$ cat src/logic/fpmp_pkg.sv
// fpmp_pkg: command codes, status byte layout, strap value and state codes
// for the programmer-mode parallel port; shared by the port logic, its checker and the testbench.
package fpmp_pkg;

  ////////////////////////////////////////////////////////////////////////////
  // command bytes, first and second cycle
  localparam logic [7:0] FPMP_CMD_READ    = 8'h00;
  localparam logic [7:0] FPMP_CMD_PROGRAM = 8'h40;
  localparam logic [7:0] FPMP_CMD_ERASE   = 8'h20;
  localparam logic [7:0] FPMP_CMD_STATUS  = 8'h71;

  // legal low address bytes for a program page start
  localparam logic [7:0] FPMP_PAGE_LOW_A  = 8'h00;
  localparam logic [7:0] FPMP_PAGE_LOW_B  = 8'h80;

  // strap that selects the doubling pll
  localparam logic [3:0] FPMP_STRAP_PLLX2 = 4'hd;

  // documented geometry
  localparam int FPMP_ADDR_W     = 18;
  localparam int FPMP_PAGE_BYTES = 128;

  ////////////////////////////////////////////////////////////////////////////
  // status byte bit positions
  localparam int FPMP_ST_END_BIT   = 7;  // operation ended
  localparam int FPMP_ST_OK_BIT    = 6;  // normal completion
  localparam int FPMP_ST_ERASE_BIT = 5;  // erase failed in the array
  localparam int FPMP_ST_PGM_BIT   = 4;  // program failed in the array
  localparam int FPMP_ST_ADDR_BIT  = 3;  // page start address not aligned
  localparam int FPMP_ST_PROT_BIT  = 2;  // program enable absent

  // reset values
  localparam logic [7:0] FPMP_DATA_RST = 8'h00;

  ////////////////////////////////////////////////////////////////////////////
  // port state, one-hot
  typedef enum logic [9:0] {
    FPMP_READ        = 10'h001,
    FPMP_PGM_LOAD    = 10'h002,
    FPMP_PGM_PUSH    = 10'h004,
    FPMP_PGM_WAIT    = 10'h008,
    FPMP_ERASE_ARM   = 10'h010,
    FPMP_ERASE_WAIT  = 10'h020,
    FPMP_STATUS_ARM  = 10'h040,
    FPMP_STATUS      = 10'h080,
    FPMP_POLL        = 10'h100,
    FPMP_SPARE       = 10'h200
  } fpmp_state_t;

endpackage : fpmp_pkg

$ cat src/logic/fpmp_sync.sv
// fpmp_sync: two-flop synchroniser for a bundle of pin levels.
// assumes each bit is a slow level; bits of a bundle may settle a cycle apart.
`timescale 1ns/1ps
`default_nettype none

module fpmp_sync #(
  parameter int              W       = 1,
  parameter logic [W-1:0]    RST_VAL = '0
) (
  // clock and reset
  input  wire logic         sys_clk,
  input  wire logic         rstn,
  // levels
  input  wire logic [W-1:0] d,
  output logic      [W-1:0] q
);

  logic [W-1:0] meta_reg;
  logic [W-1:0] q_reg;

  // first stage feeds only the second stage
  always_ff @(posedge sys_clk or negedge rstn) begin
    if (!rstn) begin
      meta_reg <= RST_VAL;
      q_reg    <= RST_VAL;
    end else begin
      meta_reg <= d;
      q_reg    <= meta_reg;
    end
  end

  assign q = q_reg;

endmodule : fpmp_sync

`default_nettype wire

$ cat src/logic/fpmp_port.sv
// fpmp_port: programmer-mode byte port in front of the flash array.
// assumes the array answers reads on flash_rd_data the cycle after the
// address, accepts page bytes by valid/ready and reports one op_done pulse.
//
// What this block does
// - offers memory read, auto program, full-chip erase and status read.
// - flash protect pin read as is, high enabling program together with the program enable pin.
// - chip select, output enable and write strobe decide drive, float or input.
// - chip select high floats the bus and ignores writes; logic keeps running.
// - write 00 enters memory read; each later read returns the byte at its own address.
// - write 40, then 128 address-plus-data writes, 129 cycles in all.
// - the 128 gathered bytes program in one operation; polling shows the end.
// - two writes of 20 erase the whole array; polling shows the end.
// - data bit 6 shows normal completion of program or erase.
// - two writes of 71, then a read returns error detail.
// - status read shows internal result signals, not memory contents.
// - page start low byte must be 00 or 80, else write error flagged.
// - bits 6 and 7 hold until the next command write other than 71 made from read, status or polling state.
`timescale 1ns/1ps
`default_nettype none

module fpmp_port
  import fpmp_pkg::*;
#(
  parameter int ADDR_W     = FPMP_ADDR_W,
  parameter int PAGE_BYTES = FPMP_PAGE_BYTES
) (
  // clock and reset
  input  wire logic              sys_clk,
  input  wire logic              rstn,
  // programmer pins
  input  wire logic              chip_sel_n,
  input  wire logic              out_en_n,
  input  wire logic              wr_strobe_n,
  input  wire logic [ADDR_W-1:0] byte_address_bus,
  input  wire logic [7:0]        byte_data_bus_in,
  output logic      [7:0]        byte_data_bus_out,
  output logic                   byte_data_bus_oe,
  input  wire logic              program_enable_pin,
  input  wire logic              flash_protect_pin,
  input  wire logic [3:0]        mode_select_pins,
  // strap and state flags
  output logic                   strap_ok,
  output logic                   op_busy,
  // array read
  output logic      [ADDR_W-1:0] flash_rd_addr,
  input  wire logic [7:0]        flash_rd_data,
  // array page program
  output logic                   pgm_valid,
  output logic      [ADDR_W-1:0] pgm_addr,
  output logic      [7:0]        pgm_data,
  input  wire logic              pgm_ready,
  output logic                   pgm_commit,
  // array erase and result
  output logic                   erase_start,
  input  wire logic              op_done,
  input  wire logic              op_fail
);

  localparam int IDX_W = $clog2(PAGE_BYTES);
  localparam int SYN_W = 9 + ADDR_W + 8;
  localparam logic [IDX_W-1:0] IDX_LAST = IDX_W'(PAGE_BYTES - 1);
  localparam logic [IDX_W-1:0] IDX_ONE  = IDX_W'(1);

  // the page index is spliced under the page base, so it must be a power of two
  if (PAGE_BYTES < 2 || PAGE_BYTES > 256 || (1 << IDX_W) != PAGE_BYTES) begin : g_bad_page
    $error("fpmp_port: PAGE_BYTES must be a power of two from 2 to 256");
  end
  if (ADDR_W <= IDX_W || ADDR_W < 8) begin : g_bad_addr
    $error("fpmp_port: ADDR_W too small for the page");
  end

  //////////////////////////////////////////////////////////////////////////////
  // pin synchronisers; strobes idle high so release makes no false edge
  logic [SYN_W-1:0]  syn_q;
  logic              ce_s;
  logic              oe_s;
  logic              we_s;
  logic              pe_s;
  logic              fp_s;
  logic [3:0]        md_s;
  logic [ADDR_W-1:0] addr_s;
  logic [7:0]        data_s;

  fpmp_sync #(
    .W       (SYN_W),
    .RST_VAL ({3'b111, (SYN_W-3)'(0)})
  ) u_sync (
    .sys_clk (sys_clk),
    .rstn    (rstn),
    .d       ({chip_sel_n, out_en_n, wr_strobe_n, program_enable_pin,
                flash_protect_pin, mode_select_pins, byte_address_bus,
                byte_data_bus_in}),
    .q       (syn_q)
  );

  assign {ce_s, oe_s, we_s, pe_s, fp_s, md_s, addr_s, data_s} = syn_q;

  //////////////////////////////////////////////////////////////////////////////
  // write strobe edge; address and data share the strobe's sample time
  logic we_prev_reg;
  logic wr_evt;
  logic prog_allowed;

  always_ff @(posedge sys_clk or negedge rstn) begin
    if (!rstn) we_prev_reg <= 1'b1;
    else       we_prev_reg <= we_s;
  end

  // write strobe rising with select low and output enable high
  assign wr_evt = we_s & ~we_prev_reg & ~ce_s & oe_s;

  // protect pin taken as is, high means program enabled
  assign prog_allowed = pe_s & fp_s;

  //////////////////////////////////////////////////////////////////////////////
  // first-cycle decode, used from every state that accepts a new command
  function automatic fpmp_state_t cmd_target(input logic [7:0] cmd,
                                             input fpmp_state_t cur);
    fpmp_state_t t;
    t = cur;
    case (cmd)
      FPMP_CMD_READ:    t = FPMP_READ;
      FPMP_CMD_PROGRAM: t = FPMP_PGM_LOAD;
      FPMP_CMD_ERASE:   t = FPMP_ERASE_ARM;
      FPMP_CMD_STATUS:  t = FPMP_STATUS_ARM;
      // unknown byte leaves the mode alone
      default:          t = cur;
    endcase
    return t;
  endfunction : cmd_target

  function automatic logic is_cmd(input logic [7:0] cmd);
    return (cmd == FPMP_CMD_READ) || (cmd == FPMP_CMD_PROGRAM) ||
           (cmd == FPMP_CMD_ERASE) || (cmd == FPMP_CMD_STATUS);
  endfunction : is_cmd

  //////////////////////////////////////////////////////////////////////////////
  // command sequencer and page transfer
  fpmp_state_t              state_reg;
  logic [IDX_W-1:0]         idx_reg;
  logic [ADDR_W-IDX_W-1:0]  base_reg;
  logic [7:0]               page_mem [PAGE_BYTES];
  logic                     pgm_valid_reg;
  logic [ADDR_W-1:0]        pgm_addr_reg;
  logic [7:0]               pgm_data_reg;
  logic                     pgm_commit_reg;
  logic                     erase_start_reg;
  logic                     new_cmd;   // accepted command write; clears result unless 71 or in FPMP_ERASE_ARM/FPMP_STATUS_ARM

  // busy states take no command write at all
  assign new_cmd = wr_evt && is_cmd(data_s) &&
                   (state_reg == FPMP_READ || state_reg == FPMP_STATUS ||
                    state_reg == FPMP_POLL || state_reg == FPMP_ERASE_ARM ||
                    state_reg == FPMP_STATUS_ARM);

  always_ff @(posedge sys_clk or negedge rstn) begin
    if (!rstn) begin
      state_reg       <= FPMP_READ;
      idx_reg         <= '0;
      base_reg        <= '0;
      pgm_valid_reg   <= 1'b0;
      pgm_addr_reg    <= '0;
      pgm_data_reg    <= FPMP_DATA_RST;
      pgm_commit_reg  <= 1'b0;
      erase_start_reg <= 1'b0;
    end else begin
      pgm_commit_reg  <= 1'b0;
      erase_start_reg <= 1'b0;
      case (state_reg)
        // read, status and polling states take a fresh first cycle
        FPMP_READ, FPMP_STATUS, FPMP_POLL: begin
          if (wr_evt) begin
            state_reg <= cmd_target(data_s, state_reg);
            idx_reg   <= '0;
          end
        end
        // gather 128 address plus data writes
        FPMP_PGM_LOAD: begin
          if (wr_evt) begin
            if (idx_reg == '0) begin
              base_reg <= addr_s[ADDR_W-1:IDX_W];
            end
            idx_reg <= idx_reg + IDX_ONE;
            if (idx_reg == IDX_LAST) begin
              if (prog_allowed) begin
                // hand the whole page over as one operation
                state_reg     <= FPMP_PGM_PUSH;
                pgm_valid_reg <= 1'b1;
                pgm_addr_reg  <= {base_reg, IDX_W'(0)};
                pgm_data_reg  <= page_mem[0];
              end else begin
                state_reg <= FPMP_POLL;
              end
            end
          end
        end
        // stream the page, then commit it in one go
        FPMP_PGM_PUSH: begin
          if (pgm_valid_reg && pgm_ready) begin
            idx_reg <= idx_reg + IDX_ONE;
            if (idx_reg == IDX_LAST) begin
              pgm_valid_reg  <= 1'b0;
              pgm_commit_reg <= 1'b1;
              state_reg      <= FPMP_PGM_WAIT;
            end else begin
              pgm_addr_reg <= {base_reg, idx_reg + IDX_ONE};
              pgm_data_reg <= page_mem[idx_reg + IDX_ONE];
            end
          end
        end
        // second 20 starts the full erase
        FPMP_ERASE_ARM: begin
          if (wr_evt) begin
            if (data_s == FPMP_CMD_ERASE) begin
              if (prog_allowed) begin
                erase_start_reg <= 1'b1;
                state_reg       <= FPMP_ERASE_WAIT;
              end else begin
                state_reg <= FPMP_POLL;
              end
            end else begin
              state_reg <= cmd_target(data_s, state_reg);
              idx_reg   <= '0;
            end
          end
        end
        // second 71 opens the status read
        FPMP_STATUS_ARM: begin
          if (wr_evt) begin
            if (data_s == FPMP_CMD_STATUS) state_reg <= FPMP_STATUS;
            else state_reg <= cmd_target(data_s, state_reg);
            idx_reg <= '0;
          end
        end
        FPMP_PGM_WAIT, FPMP_ERASE_WAIT: begin
          if (op_done) state_reg <= FPMP_POLL;
        end
        default: state_reg <= FPMP_READ;
      endcase
    end
  end

  // page buffer holds data only, so it needs no reset
  always_ff @(posedge sys_clk) begin
    if (state_reg == FPMP_PGM_LOAD && wr_evt) page_mem[idx_reg] <= data_s;
  end

  //////////////////////////////////////////////////////////////////////////////
  // result flags; a command write other than 71 from read, status or polling state clears them, never a busy state
  logic end_reg;
  logic ok_reg;
  logic erase_err_reg;
  logic pgm_err_reg;
  logic addr_err_reg;
  logic prot_err_reg;

  always_ff @(posedge sys_clk or negedge rstn) begin
    if (!rstn) begin
      end_reg       <= 1'b0;
      ok_reg        <= 1'b0;
      erase_err_reg <= 1'b0;
      pgm_err_reg   <= 1'b0;
      addr_err_reg  <= 1'b0;
      prot_err_reg  <= 1'b0;
    end else if (state_reg == FPMP_PGM_LOAD && wr_evt) begin
      // misaligned page start still programs but flags the error
      if (idx_reg == '0) begin
        addr_err_reg <= (addr_s[7:0] != FPMP_PAGE_LOW_A) &&
                        (addr_s[7:0] != FPMP_PAGE_LOW_B);
      end
      if (idx_reg == IDX_LAST && !prog_allowed) begin
        prot_err_reg <= 1'b1;
        end_reg      <= 1'b1;
      end
    end else if (state_reg == FPMP_ERASE_ARM && wr_evt &&
                 data_s == FPMP_CMD_ERASE && !prog_allowed) begin
      prot_err_reg <= 1'b1;
      end_reg      <= 1'b1;
    end else if ((state_reg == FPMP_PGM_WAIT || state_reg == FPMP_ERASE_WAIT) &&
                 op_done) begin
      // normal completion only with no failure of any kind
      end_reg <= 1'b1;
      ok_reg  <= !op_fail && !(state_reg == FPMP_PGM_WAIT && addr_err_reg);
      if (state_reg == FPMP_PGM_WAIT) pgm_err_reg <= op_fail;
      else erase_err_reg <= op_fail;
    end else if (new_cmd && state_reg != FPMP_ERASE_ARM &&
                 state_reg != FPMP_STATUS_ARM && data_s != FPMP_CMD_STATUS) begin
      // results live until the next command write from read, status or polling state; status read keeps them
      end_reg       <= 1'b0;
      ok_reg        <= 1'b0;
      erase_err_reg <= 1'b0;
      pgm_err_reg   <= 1'b0;
      addr_err_reg  <= 1'b0;
      prot_err_reg  <= 1'b0;
    end
  end

  //////////////////////////////////////////////////////////////////////////////
  // read data source and bus drive
  logic [7:0] poll_byte;
  logic [7:0] detail_byte;
  logic [7:0] data_out_reg;
  logic       data_oe_reg;

  always_comb begin
    poll_byte = 8'h00;
    poll_byte[FPMP_ST_END_BIT] = end_reg;
    poll_byte[FPMP_ST_OK_BIT]  = ok_reg;
    // status read exposes the internal result signals
    detail_byte = poll_byte;
    detail_byte[FPMP_ST_ERASE_BIT] = erase_err_reg;
    detail_byte[FPMP_ST_PGM_BIT]   = pgm_err_reg;
    detail_byte[FPMP_ST_ADDR_BIT]  = addr_err_reg;
    detail_byte[FPMP_ST_PROT_BIT]  = prot_err_reg;
  end

  // what a read returns follows the active mode
  always_ff @(posedge sys_clk or negedge rstn) begin
    if (!rstn) begin
      data_out_reg <= FPMP_DATA_RST;
    end else begin
      case (state_reg)
        FPMP_READ:   data_out_reg <= flash_rd_data;
        // read after the double 71 gives error detail
        FPMP_STATUS: data_out_reg <= detail_byte;
        // polling byte readable with select and output enable low
        FPMP_PGM_PUSH, FPMP_PGM_WAIT, FPMP_ERASE_WAIT, FPMP_POLL:
                     data_out_reg <= poll_byte;
        default:     data_out_reg <= FPMP_DATA_RST;
      endcase
    end
  end

  // drive only for select low, output enable low, write strobe high
  // deselect floats the bus and masks write strobes; it touches nothing else
  always_ff @(posedge sys_clk or negedge rstn) begin
    if (!rstn) data_oe_reg <= 1'b0;
    else       data_oe_reg <= ~ce_s & ~oe_s & we_s;
  end

  //////////////////////////////////////////////////////////////////////////////
  // array read address, strap check and busy flag
  logic [ADDR_W-1:0] rd_addr_reg;
  logic              strap_ok_reg;
  logic              busy_reg;

  always_ff @(posedge sys_clk or negedge rstn) begin
    if (!rstn) begin
      rd_addr_reg  <= '0;
      strap_ok_reg <= 1'b0;
      busy_reg     <= 1'b0;
    end else begin
      // each read addresses the array at the pins' address
      rd_addr_reg  <= addr_s;
      // report whether the doubling pll strap is present
      strap_ok_reg <= (md_s == FPMP_STRAP_PLLX2);
      busy_reg     <= (state_reg == FPMP_PGM_PUSH) || (state_reg == FPMP_PGM_WAIT) ||
                      (state_reg == FPMP_ERASE_WAIT);
    end
  end

  assign byte_data_bus_out = data_out_reg;
  assign byte_data_bus_oe  = data_oe_reg;
  assign strap_ok          = strap_ok_reg;
  assign op_busy           = busy_reg;
  assign flash_rd_addr     = rd_addr_reg;
  assign pgm_valid         = pgm_valid_reg;
  assign pgm_addr          = pgm_addr_reg;
  assign pgm_data          = pgm_data_reg;
  assign pgm_commit        = pgm_commit_reg;
  assign erase_start       = erase_start_reg;

endmodule : fpmp_port

`default_nettype wire

$ cat config.mk
export PLATFORM = sky130hd
export DESIGN_NAME = fpmp_port
export DESIGN_NICKNAME = d
export VERILOG_FILES = /design/src/logic/fpmp_pkg.sv /design/src/logic/fpmp_sync.sv /design/src/logic/fpmp_port.sv
export SDC_FILE = /design/constraint.sdc
export NUM_CORES = 1
export LEC_CHECK = 0
export ABC_AREA = 1
export BUFFER_PORTS_ARGS = -buffer_cell sky130_fd_sc_hd__buf_2
export CAP_MARGIN = 15
export CELL_PAD_IN_SITES_DETAIL_PLACEMENT = 1
export CELL_PAD_IN_SITES_GLOBAL_PLACEMENT = 1
export CORE_AREA = 3 3 342 344
export CTS_CLUSTER_DIAMETER = 150
export CTS_CLUSTER_SIZE = 10
export DETAILED_ROUTE_END_ITERATION = 8
export DIE_AREA = 0 0 345 347
export PLACE_DENSITY = 0.66
export SYNTH_ARGS = -nofsm -noshare
export SYNTH_HDL_FRONTEND = slang
export SYNTH_HIERARCHICAL = 1
export SYNTH_SLANG_ARGS = --single-unit
export TNS_END_PERCENT = 1
$ cat constraint.sdc
create_clock -name sys_clk -period 8.1 [get_ports sys_clk]
set_input_delay 0.405 -clock sys_clk [delete_from_list [all_inputs] [get_ports sys_clk]]
set_output_delay 0.405 -clock sys_clk [all_outputs]
set_load 0.01 [all_outputs]
# [Word level (Yosys, flattened, before mapping)]
# Memories as Yosys holds them, arrays and structs flattened.
# Cells that the tools add are included.
[totals] mem_bits_rw=1024 word_cells=193 out_inout_bits=58 n_memories=1 inputBits=48 reg_bits=163
[memory_table] name="page_mem" depth=128 word_bits=8 rd=2 rd_ports_with_merged_regs=0 write_ports=1 line_no="fpmp_port.sv:143" rtl="logic [7:0] page_mem [PAGE_BYTES];"
[op_classes] eq_ne=40 reduce_logical=52 bitwise_logic=11 mux=66 add_sub_neg=1
[op_table] operator="10-bit two-way mux" n=10
[op_table] operator="18-bit two-way mux" n=5
[op_table] operator="10-bit one-hot mux with 3 select lines" n=2
[op_table] operator="10-bit one-hot mux with 6 select lines" n=1
[op_table] operator="8-bit two-way mux" n=5
[op_table] operator="10-bit one-hot mux with 4 select lines" n=1
[op_table] operator="18-bit one-hot mux with 2 select lines" n=1
[op_table] operator="7-bit two-way mux" n=5
[op_table] operator="1-bit two-way mux" n=30
[op_table] operator="2-bit != test (second input constant)" n=14
[op_table] operator="7-bit one-hot mux with 4 select lines" n=1
[op_table] operator="8-bit one-hot mux with 3 select lines" n=1
[op_table] operator="9-bit two-way mux" n=2
[op_table] operator="6-bit AND reduction" n=3
[op_table] operator="8-bit by 7-bit equality test with 1-bit output (second input constant)" n=2
[op_table] operator="8-bit one-hot mux with 2 select lines" n=1
[op_table] operator="1-bit logical AND" n=15
[op_table] operator="4-bit AND reduction" n=3
[op_table] operator="11-bit AND reduction" n=1
[op_table] operator="10-bit by 1-bit equality test with 1-bit output (second input constant)" n=1
[op_table] operator="10-bit by 2-bit equality test with 1-bit output (second input constant)" n=1
[op_table] operator="10-bit by 3-bit equality test with 1-bit output (second input constant)" n=1
[op_table] operator="10-bit by 4-bit equality test with 1-bit output (second input constant)" n=1
[op_table] operator="10-bit by 5-bit equality test with 1-bit output (second input constant)" n=1
[op_table] operator="32 further kinds" n=62

# [Longest topological paths before layout]
# Gate-level depths: netlist (run 1).
[logic_depth] word_depth=13 ltp_mapped=19 ltp_nobuf=15

# [Cells and area by module]
# Netlist (run 1), hierarchy kept.
[by_module_without_submodules] mod="fpmp_port" area_each_um2=46156.8 seq_area_each_um2=33054.2 instances=1 cells_per_inst=4133
[by_module_without_submodules] mod="fpmp_sync" area_each_um2=1759.2 seq_area_each_um2=1759.2 instances=1 cells_per_inst=70

# [Least setup slack after synthesis (run 1)]
# OpenSTA, ideal clock, no wires.
[synth_timing] kind="register -> register" from="register u_sync.q_reg[7] (netlist: u_sync/q[7])" to="register state_reg[3]" arrival_time_ns=2.984 path_stages_with_launch=11 setup_time_ns=0.132 synth_period_minus_slack_ns=3.116 n_path_buf=1 required_ns=7.968 path_slack_ns=4.984 path_cell_list="dfrtp_1 inv_1 nand2_1 nor3_1 nand3_1 inv_1 nor3_1 nand3b_1 nand2_4 buf_6 o21ai_1"
[synth_via] elab_chain_len=4 word_cells_on_any_way=13 classes_between="eq/ne: 6; mux: 5; reduce/logical: 2"
[synth_rtl] item="start: declaration" line_no="fpmp_sync.sv:19" rtl="logic [W-1:0] q_reg;"
[synth_rtl] item="start signal: assignment" line_no="fpmp_sync.sv:28" rtl="q_reg <= meta_reg;"
[synth_rtl] item="8-bit by 7-bit equality test with 1-bit output / 8-bit by 6-bit equality test with 1-bit output (equally long branches)" line_no="fpmp_port.sv:122, fpmp_port.sv:231, fpmp_port.sv:215"
[synth_rtl] item="10-bit two-way mux, on equally long branches" line_no="fpmp_port.sv:231, fpmp_port.sv:215"
[synth_rtl] item="10-bit two-way mux, on equally long branches" line_no="fpmp_port.sv:230, fpmp_port.sv:214"
[synth_rtl] item="10-bit one-hot mux with 6 select lines" line_no="fpmp_port.sv:170" rtl="case (state_reg)"
[synth_rtl] item="end signal: assignment" line_no="fpmp_port.sv:174" rtl="state_reg <= cmd_target(data_s, state_reg);"
[synth_rtl] item="end signal: assignment" line_no="fpmp_port.sv:223" rtl="state_reg <= cmd_target(data_s, state_reg);"
[synth_rtl] item="end signal: assignment" line_no="fpmp_port.sv:232" rtl="else state_reg <= cmd_target(data_s, state_reg);"
[synth_rtl] item="end: declaration" line_no="fpmp_port.sv:140" rtl="fpmp_state_t state_reg;"
# Parallel ways exist; a longest one is shown, timed or not. The select of a mux whose other input is x is not followed.
# A chain may end at the register's enable or synchronous reset.

# [Worst setup path in the final report (run 1)]
[layout_timing] from="register idx_reg[0]" to="register pgm_data_reg[2] (netlist: pgm_data[2])"
[layout_via] elab_chain_len=5 word_cells_on_any_way=9 classes_between="add/sub: 1; eq/ne: 3; mux: 3; reduce/logical: 1; memory: 1"
[layout_rtl] item="start: declaration" line_no="fpmp_port.sv:141" rtl="logic [IDX_W-1:0] idx_reg;"
[layout_rtl] item="start signal: assignment" line_no="fpmp_port.sv:184" rtl="idx_reg <= idx_reg + IDX_ONE;"
[layout_rtl] item="start signal: assignment" line_no="fpmp_port.sv:201" rtl="idx_reg <= idx_reg + IDX_ONE;"
[layout_rtl] item="7-bit by 1-bit adder with 7-bit output" line_no="fpmp_port.sv:208" rtl="pgm_data_reg <= page_mem[idx_reg + IDX_ONE];"
[layout_rtl] item="memory 128 x 8 bit"
[layout_rtl] item="8-bit two-way mux" line_no="fpmp_port.sv:202" rtl="if (idx_reg == IDX_LAST) begin"
[layout_rtl] item="8-bit two-way mux" line_no="fpmp_port.sv:200" rtl="if (pgm_valid_reg && pgm_ready) begin"
[layout_rtl] item="8-bit one-hot mux with 2 select lines" line_no="fpmp_port.sv:170"
[layout_rtl] item="end signal: assignment" line_no="fpmp_port.sv:191" rtl="pgm_data_reg <= page_mem[0];"
[layout_rtl] item="end signal: assignment" line_no="fpmp_port.sv:208"
[layout_rtl] item="end: declaration" line_no="fpmp_port.sv:146" rtl="logic [7:0] pgm_data_reg;"
# Parallel ways exist; a longest one is shown, timed or not. The select of a mux whose other input is x is not followed.

==> results.ini, run 1 <==
[finish]
drive_gt1_share_pct = 8.16
nets = 4341
finalNonFillerCells = 5862
syn2layout_area_growth_pct = 12.6
largest_reg_flops = 1024
seq_area_sq_um = 34800
multi_input_area_sq_um = 11300
fill_cells = 12213

[floorplan]
row_count = 124
die_y_microns = 347
ioPinCount = 106
initial_core_util_pct = 42.0
die_x_microns = 345
die-area_sq_um = 120000
core_sq_um = 114000

[clock_network]
path_clk_slew_ns = 0.06
clkLatencyLatePin_ns = 0.75
cts.path.max_buffers = 3
cts_sinks = 1186
cts-buffers-inserted = 136
cts_tree = built
h-tree-depth = 4
cts_root_buffer = clkbuf_16

[power_and_ir_drop]
ir_drop_v = 0.000378
p_leak_uw = 0.0201
power_per_cell_area_nw_per_um2 = 318

[drt]
drtIter0Drc = 2824
dr.pass1.iters = 6
m1WireLength_mm = 61.1
drtAntennaViolNets = 0
wire_per_inst_microns = 24.4
drt-total-wl_mm = 143
top_layer_used = met4
wl_met3_mm = 8.71
vias = 32203
met2_wirelength_mm = 69.2
drc = 0
via_per_inst = 5.49

[place]
io_buffers = 105
gp_congestion = 0.787
hpwl_mm = 81.9
dp.cells = 5617
post-place-ws_ns = 2.87

[logic_synthesis]
syn_nets = 4253
synth_commonest_cells = nand2_1, edfxtp_1, nand3_1
avgSynthCellArea_sq_um = 11.4
synth_edf_count = 1024
synth.most_common_cell = nand2_1
synth_seq_cells = 1186
synth_largest_area_cell = edfxtp_1
synthArstFlopShare_pct = 13.7
synth_top_flop_cell = edfxtp_1
ys_top_cells_by_area = edfxtp_1, nand2_1, nand3_1, dfrtp_1, nor2_1
synth_top_area_share_pct = 64.2
synthDistinctLibCells = 37
syn_inst = 4203
yosys_warnings = 6
syn_area_sq_um = 47900
yosysSeqAreaShare_pct = 72.7

[worst_hold_path]
hold_class = input port to flop

[sta]
finalSetupViolCount = 0
final.setup.tns_ns = 0
hold_viol = 0
maxSlewHeadroom_pct = 18.9
hold_ws_ns = 0.108
drv_slew = 0
clock.fmax_mhz = 192
finalWorstPathRequiredPeriod_ns = 5.21
rsz0062_at_grt = no
finalCritPeriodShare_pct = 64.4
skew_ns = 0.0265
worst_pin_slew_ns = 1.22
setup_ws_ns = 2.89

[setup_path]
start_kind = flop
worstPathArrival_ns = 5.90
crit_required_ns = 8.78
path_class = flop to flop
worstPathMaxFanout = 108
end_kind = flop

[run]
max_cap_violations = 0

[global_routing]
grt_pass1_vias = 33691
grt_max_degree = 188
grtUsageTotal_pct = 23.7
grt_pass1_wl_mm = 215
antenna_found_initial = 4
grt_overflow = 0

[outcome]
status = finished, final reports clean

-- cells by family after synthesis --
kind of cell | after synthesis | synth area share (%)
and+or+nand+nor | 2452 | 21.8
DFF | 1186 | 72.7
buffers and inverters | 432 | 3.82
AOI/OAI and AO/OA | 130 | 1.61
adders and majority gates | 2 | 0.0522
xor gates and xnor gates | 1 | 0.0575
-- report_power, final --
| group | internal [uW] | switching, uW | leakage (uW) | total (uW) |
|---|---|---|---|---|
| Sequential | 6710 | 110 | 0.0112 | 6820 |
| Clock | 3190 | 2370 | 0.00185 | 5560 |
| Combinational | 1240 | 3550 | 0.00713 | 4790 |
| Total | 11100 | 6030 | 0.0201 | 17200 |
-- cell type report --
class                           instances  share of cell area (%)
Clock inverter                          9                   0.227
Tap cell                             1512                    3.51
Timing Repair Buffer                  191                    2.49
Sequential cell                      1186                    64.6
Antenna cell                            1                 0.00464
Inverter                              191                    1.36
Multi-Input combinational cell       2585                    20.9
Clock buffer                          187                    6.86
-- final timing paths --
path | start | endpoint | slack [ns] | cells past startpoint
worst max-delay path | idx_reg[0]$_DFFE_PN0P_ | pgm_data[2]$_DFFE_PN0P_ | 2.89 | 14
worst min-delay path | op_done | end_reg$_DFFE_PN0P_ | 0.11 | 3
worst max register to register | idx_reg[0]$_DFFE_PN0P_ | pgm_data[2]$_DFFE_PN0P_ | 2.89 | 14
worst min register to register | u_sync/meta_reg[9]$_DFF_PN0_ | u_sync/q[9]$_DFF_PN0_ | 0.35 | 0
max in group asynchronous | rstn | u_sync/q[6]$_DFF_PN0_ | 6.12 | 3
min in group asynchronous | rstn | flash_rd_addr[7]$_DFF_PN0_ | 0.32 | 2
-- stage by stage --
stage	instance area [sq um]	util, %	total power, uW
floorplan	47900	-	9990
global placement	49600	43.5	11600
detailed placement	49600	43.5	11700
CTS	53900	47.2	17300
global route	53900	47.2	18000
finish	53900	47.2	17200
-- critical path, cell delays in order (launching register included) --
cell      delay, ns
dfrtp_4        0.87
inv_8          0.37
ha_4           0.79
buf_4          0.72
buf_4          0.90
o211ai_1       0.25
nand3_1        0.14
nand3_1        0.15
nand3_1        0.27
nand3_1        0.13
nand2_1        0.12
nand2_1        0.06
nand3_1        0.11
nand2_1        0.05
inv_1          0.05
-- cells in the final DEF, fill, tap and decap left out, types with 9 or more instances in the layout --
cell	count
a21oi_1	19
buf_2	104
buf_4	35
clkbuf_1	46
clkbuf_16	141
dfrtp_1	145
dfrtp_4	9
dlygate4sd3_1	47
edfxtp_1	1024
inv_1	182
nand2_1	1298
nand2_2	14
nand3_1	852
nor2_1	250
nor3_1	9
o211ai_1	33
o21ai_0	53
o21ai_1	13
-- repair_timing --
item | 4_1_cts | 5_1_grt
gates resized for setup | 0 | 0
hold buffers | 47 | 0
hold endpoints to repair | 128 | 0
setup buffers | 0 | 0
-- per-layer routing --
| metal | GRT usage (%) | vias to the layer above |
|---|---|---|
| met5 | 0 | - |
| met4 | 7.69 | 0 |
| met3 | 4.17 | 212 |
| met2 | 39.1 | 925 |
| met1 | 32.0 | 16479 |
| li1 | - | 14587 |
(Power assumes the default switching activity.)
==> inputs of run 2 (changes only) <==
--- a/config.mk
+++ b/config.mk
@@ -5,17 +5,17 @@
 export SDC_FILE = /design/constraint.sdc
 export NUM_CORES = 1
 export LEC_CHECK = 0
-export ABC_AREA = 1
+export ABC_AREA = 0
 export BUFFER_PORTS_ARGS = -buffer_cell sky130_fd_sc_hd__buf_2
 export CAP_MARGIN = 15
 export CELL_PAD_IN_SITES_DETAIL_PLACEMENT = 1
 export CELL_PAD_IN_SITES_GLOBAL_PLACEMENT = 1
-export CORE_AREA = 3 3 342 344
+export CORE_AREA = 3 3 335 337
 export CTS_CLUSTER_DIAMETER = 150
 export CTS_CLUSTER_SIZE = 10
 export DETAILED_ROUTE_END_ITERATION = 8
-export DIE_AREA = 0 0 345 347
-export PLACE_DENSITY = 0.66
+export DIE_AREA = 0 0 338 340
+export PLACE_DENSITY = 0.65
 export SYNTH_ARGS = -nofsm -noshare
 export SYNTH_HDL_FRONTEND = slang
 export SYNTH_HIERARCHICAL = 1
==> constraint.sdc (replaced) <==
create_clock -name sys_clk -period 4.7 [get_ports sys_clk]
set_input_delay 0.235 -clock sys_clk [delete_from_list [all_inputs] [get_ports sys_clk]]
set_output_delay 0.235 -clock sys_clk [all_outputs]
set_load 0.01 [all_outputs]
==> results.ini, run 2 <==
[finish]
final_common_cell = edfxtp_1
most-common-layout-cells = edfxtp_1, nand2_1, nor2_1
nets = 2989
fill_cells = 10278
finalNonFillerCells = 4475
drive_gt1_share_pct = 19.7
largest_reg_flops = 1024
syn2layout_area_growth_pct = 15.3

[sta]
rsz0062_at_grt = no
finalWorstPathRequiredPeriod_ns = 4.24
maxSlewHeadroom_pct = 23.6
drv_slew = 0
hold_viol = 0
finalSetupViolCount = 0
worst_pin_slew_ns = 1.14
hold_ws_ns = 0.0934
final.setup.tns_ns = 0
skew_ns = 0.0218
clock.fmax_mhz = 236
finalCritPeriodShare_pct = 90.1
setup_ws_ns = 0.464

[clock_network]
cts_root_buffer = clkbuf_16
cts_sinks = 1186
cts-buffers-inserted = 136
cts_tree = built
hold_buffers = 48
clkLatencyLatePin_ns = 0.74
path_clk_slew_ns = 0.06
cts_resized = 0
h-tree-depth = 4
cts.path.max_buffers = 3
postCtsSetupBuffers = 0

[drt]
drtIter0Drc = 2905
dr.pass1.iters = 8
via_per_inst = 5.83
drt-total-wl_mm = 131
drtAntennaViolNets = 0
wire_per_inst_microns = 29.3
drc = 0
vias = 26091

[logic_synthesis]
avgSynthCellArea_sq_um = 17.0
synthDistinctLibCells = 80
yosys_warnings = 6
syn_inst = 2694
synth_largest_area_cell = edfxtp_1
synthArstFlopShare_pct = 13.7
yosysSeqAreaShare_pct = 75.9
syn_nets = 2744
synth.most_common_cell = edfxtp_1
syn_area_sq_um = 45800
ys_top_cells_by_area = edfxtp_1, dfrtp_1, mux4_2, nand2_1, nor2_1
synth_seq_cells = 1186
synth_commonest_cells = edfxtp_1, nand2_1, nor2_1
synth_top_flop_cell = edfxtp_1
synth_top_area_share_pct = 67.1
synth_edf_count = 1024

[power_and_ir_drop]
ir_drop_v = 0.000322
power_per_cell_area_nw_per_um2 = 405
p_leak_uw = 0.0172

[place]
gp_congestion = 0.894
io_buffers = 105
hpwl_mm = 82.3
post-place-ws_ns = 0.628
dp.cells = 4229

[outcome]
status = finished, final reports clean

[floorplan]
die-area_sq_um = 115000
die_x_microns = 338
row_count = 121
die_y_microns = 340
core_sq_um = 109000
initial_core_util_pct = 42.0
ioPinCount = 106

[setup_path]
worstPathArrival_ns = 4.89
r2r_setup_slack_ns = 0.46
end_kind = flop
start_kind = flop
worstPathMaxFanout = 15
crit_required_ns = 5.36
path_class = flop to flop

[global_routing]
grtUsageTotal_pct = 22.9
grt_pass1_wl_mm = 192
grt_pass1_vias = 27533
grt_max_degree = 97
antenna_found_initial = 6
grt_overflow = 0

[worst_hold_path]
hold_class = input port to async pin

[run]
max_cap_violations = 0

[run 2: cell types whose count changed after synthesis, sizes merged, moves of 21 or more]
cell / change
nor2: -33
o211ai: -29
a32oi: +35
nand2: -925
buf: -75
mux2i: +80
a31oi: +36
mux4: +161
nand3: -737
mux2: +25
clkbuf: -21
o21ai: -30
inv: -183
[run 2: report_power, final]
part,switching (uW),total [uW],internal (uW),leakage [uW]
registers,72.0,11600,11500,0.0112
logic,162,222,59.5,0.00407
clock network,4110,9610,5500,0.00188
[run 2: critical path, cell delays in order (launching register included)]
cell and delay, ns:
dfrtp_1 0.85, nand3_2 0.38, or3_1 0.49, a2111oi_1 0.91, buf_4 0.26, o21ai_0 0.11, o41ai_1 0.81, nor3_1 0.14
a31oi_1 0.20
[run 2: path summary, 6_finish.rpt]
check                                              from                       endpoint  cells after the start
max                              idx_reg[2]$_DFFE_PN0P_        pgm_data[3]$_DFFE_PN0P_                      8
min reg2reg                u_sync/meta_reg[0]$_DFF_PN0_          u_sync/q[0]$_DFF_PN0_                      0
max reg2reg                      idx_reg[2]$_DFFE_PN0P_        pgm_data[3]$_DFFE_PN0P_                      8
min                                                rstn     flash_rd_addr[2]$_DFF_PN0_                      2
min in group sys_clk                mode_select_pins[2]  u_sync/meta_reg[28]$_DFF_PN0_                      2
max in group asynchronous                          rstn          u_sync/q[1]$_DFF_PN0_                      3
[run 2: logic make-up (layout without fill, tap and decap cells)]
family          count (synthesis)  in the layout  synth area share (%)
fa+ha+maj                       2              2                0.0546
other cells                     0              2                     0
simple gates                  832            832                  7.81
compound gates                245            245                  4.01
mux                           266            266                  10.3
xor+xnor                       10             10                 0.248
flops                        1186           1186                  75.9
buf+inv                       153            456                  1.67
[run 2: layout make-up]
type	instances	area (sq um)	area share, %
Tap cell	1476	1850	3.49
Inverter	8	30.0	0.0568
Clock inverter	12	213	0.402
Timing Repair Buffer	252	1870	3.53
Multi-Input combinational cell	1355	10400	19.6
Sequential cell	1186	34800	65.9
Antenna cell	2	5.00	0.00947
Clock buffer	184	3670	6.94
[run 2: through the flow]
| stage | instance area [sq um] | util (%) | total power, uW |
|---|---|---|---|
| global route | 52900 | 48.4 | 22000 |
| global placement | 48500 | 44.4 | 12000 |
| finish | 52900 | 48.4 | 21400 |
| floorplan | 45800 | - | 11800 |
| detailed placement | 48500 | 44.4 | 12000 |
| CTS | 52900 | 48.4 | 21600 |
[run 2: routing by layer]
layer  track usage [%]  wire length (microns)  vias to the layer above
li1                  -                      -                    10916
met1              32.1                  55300                    13859
met2              36.0                  62100                     1055
met3              4.17                   9350                      261
met4              8.43                   4480                        0
met5                 0                      0                        -
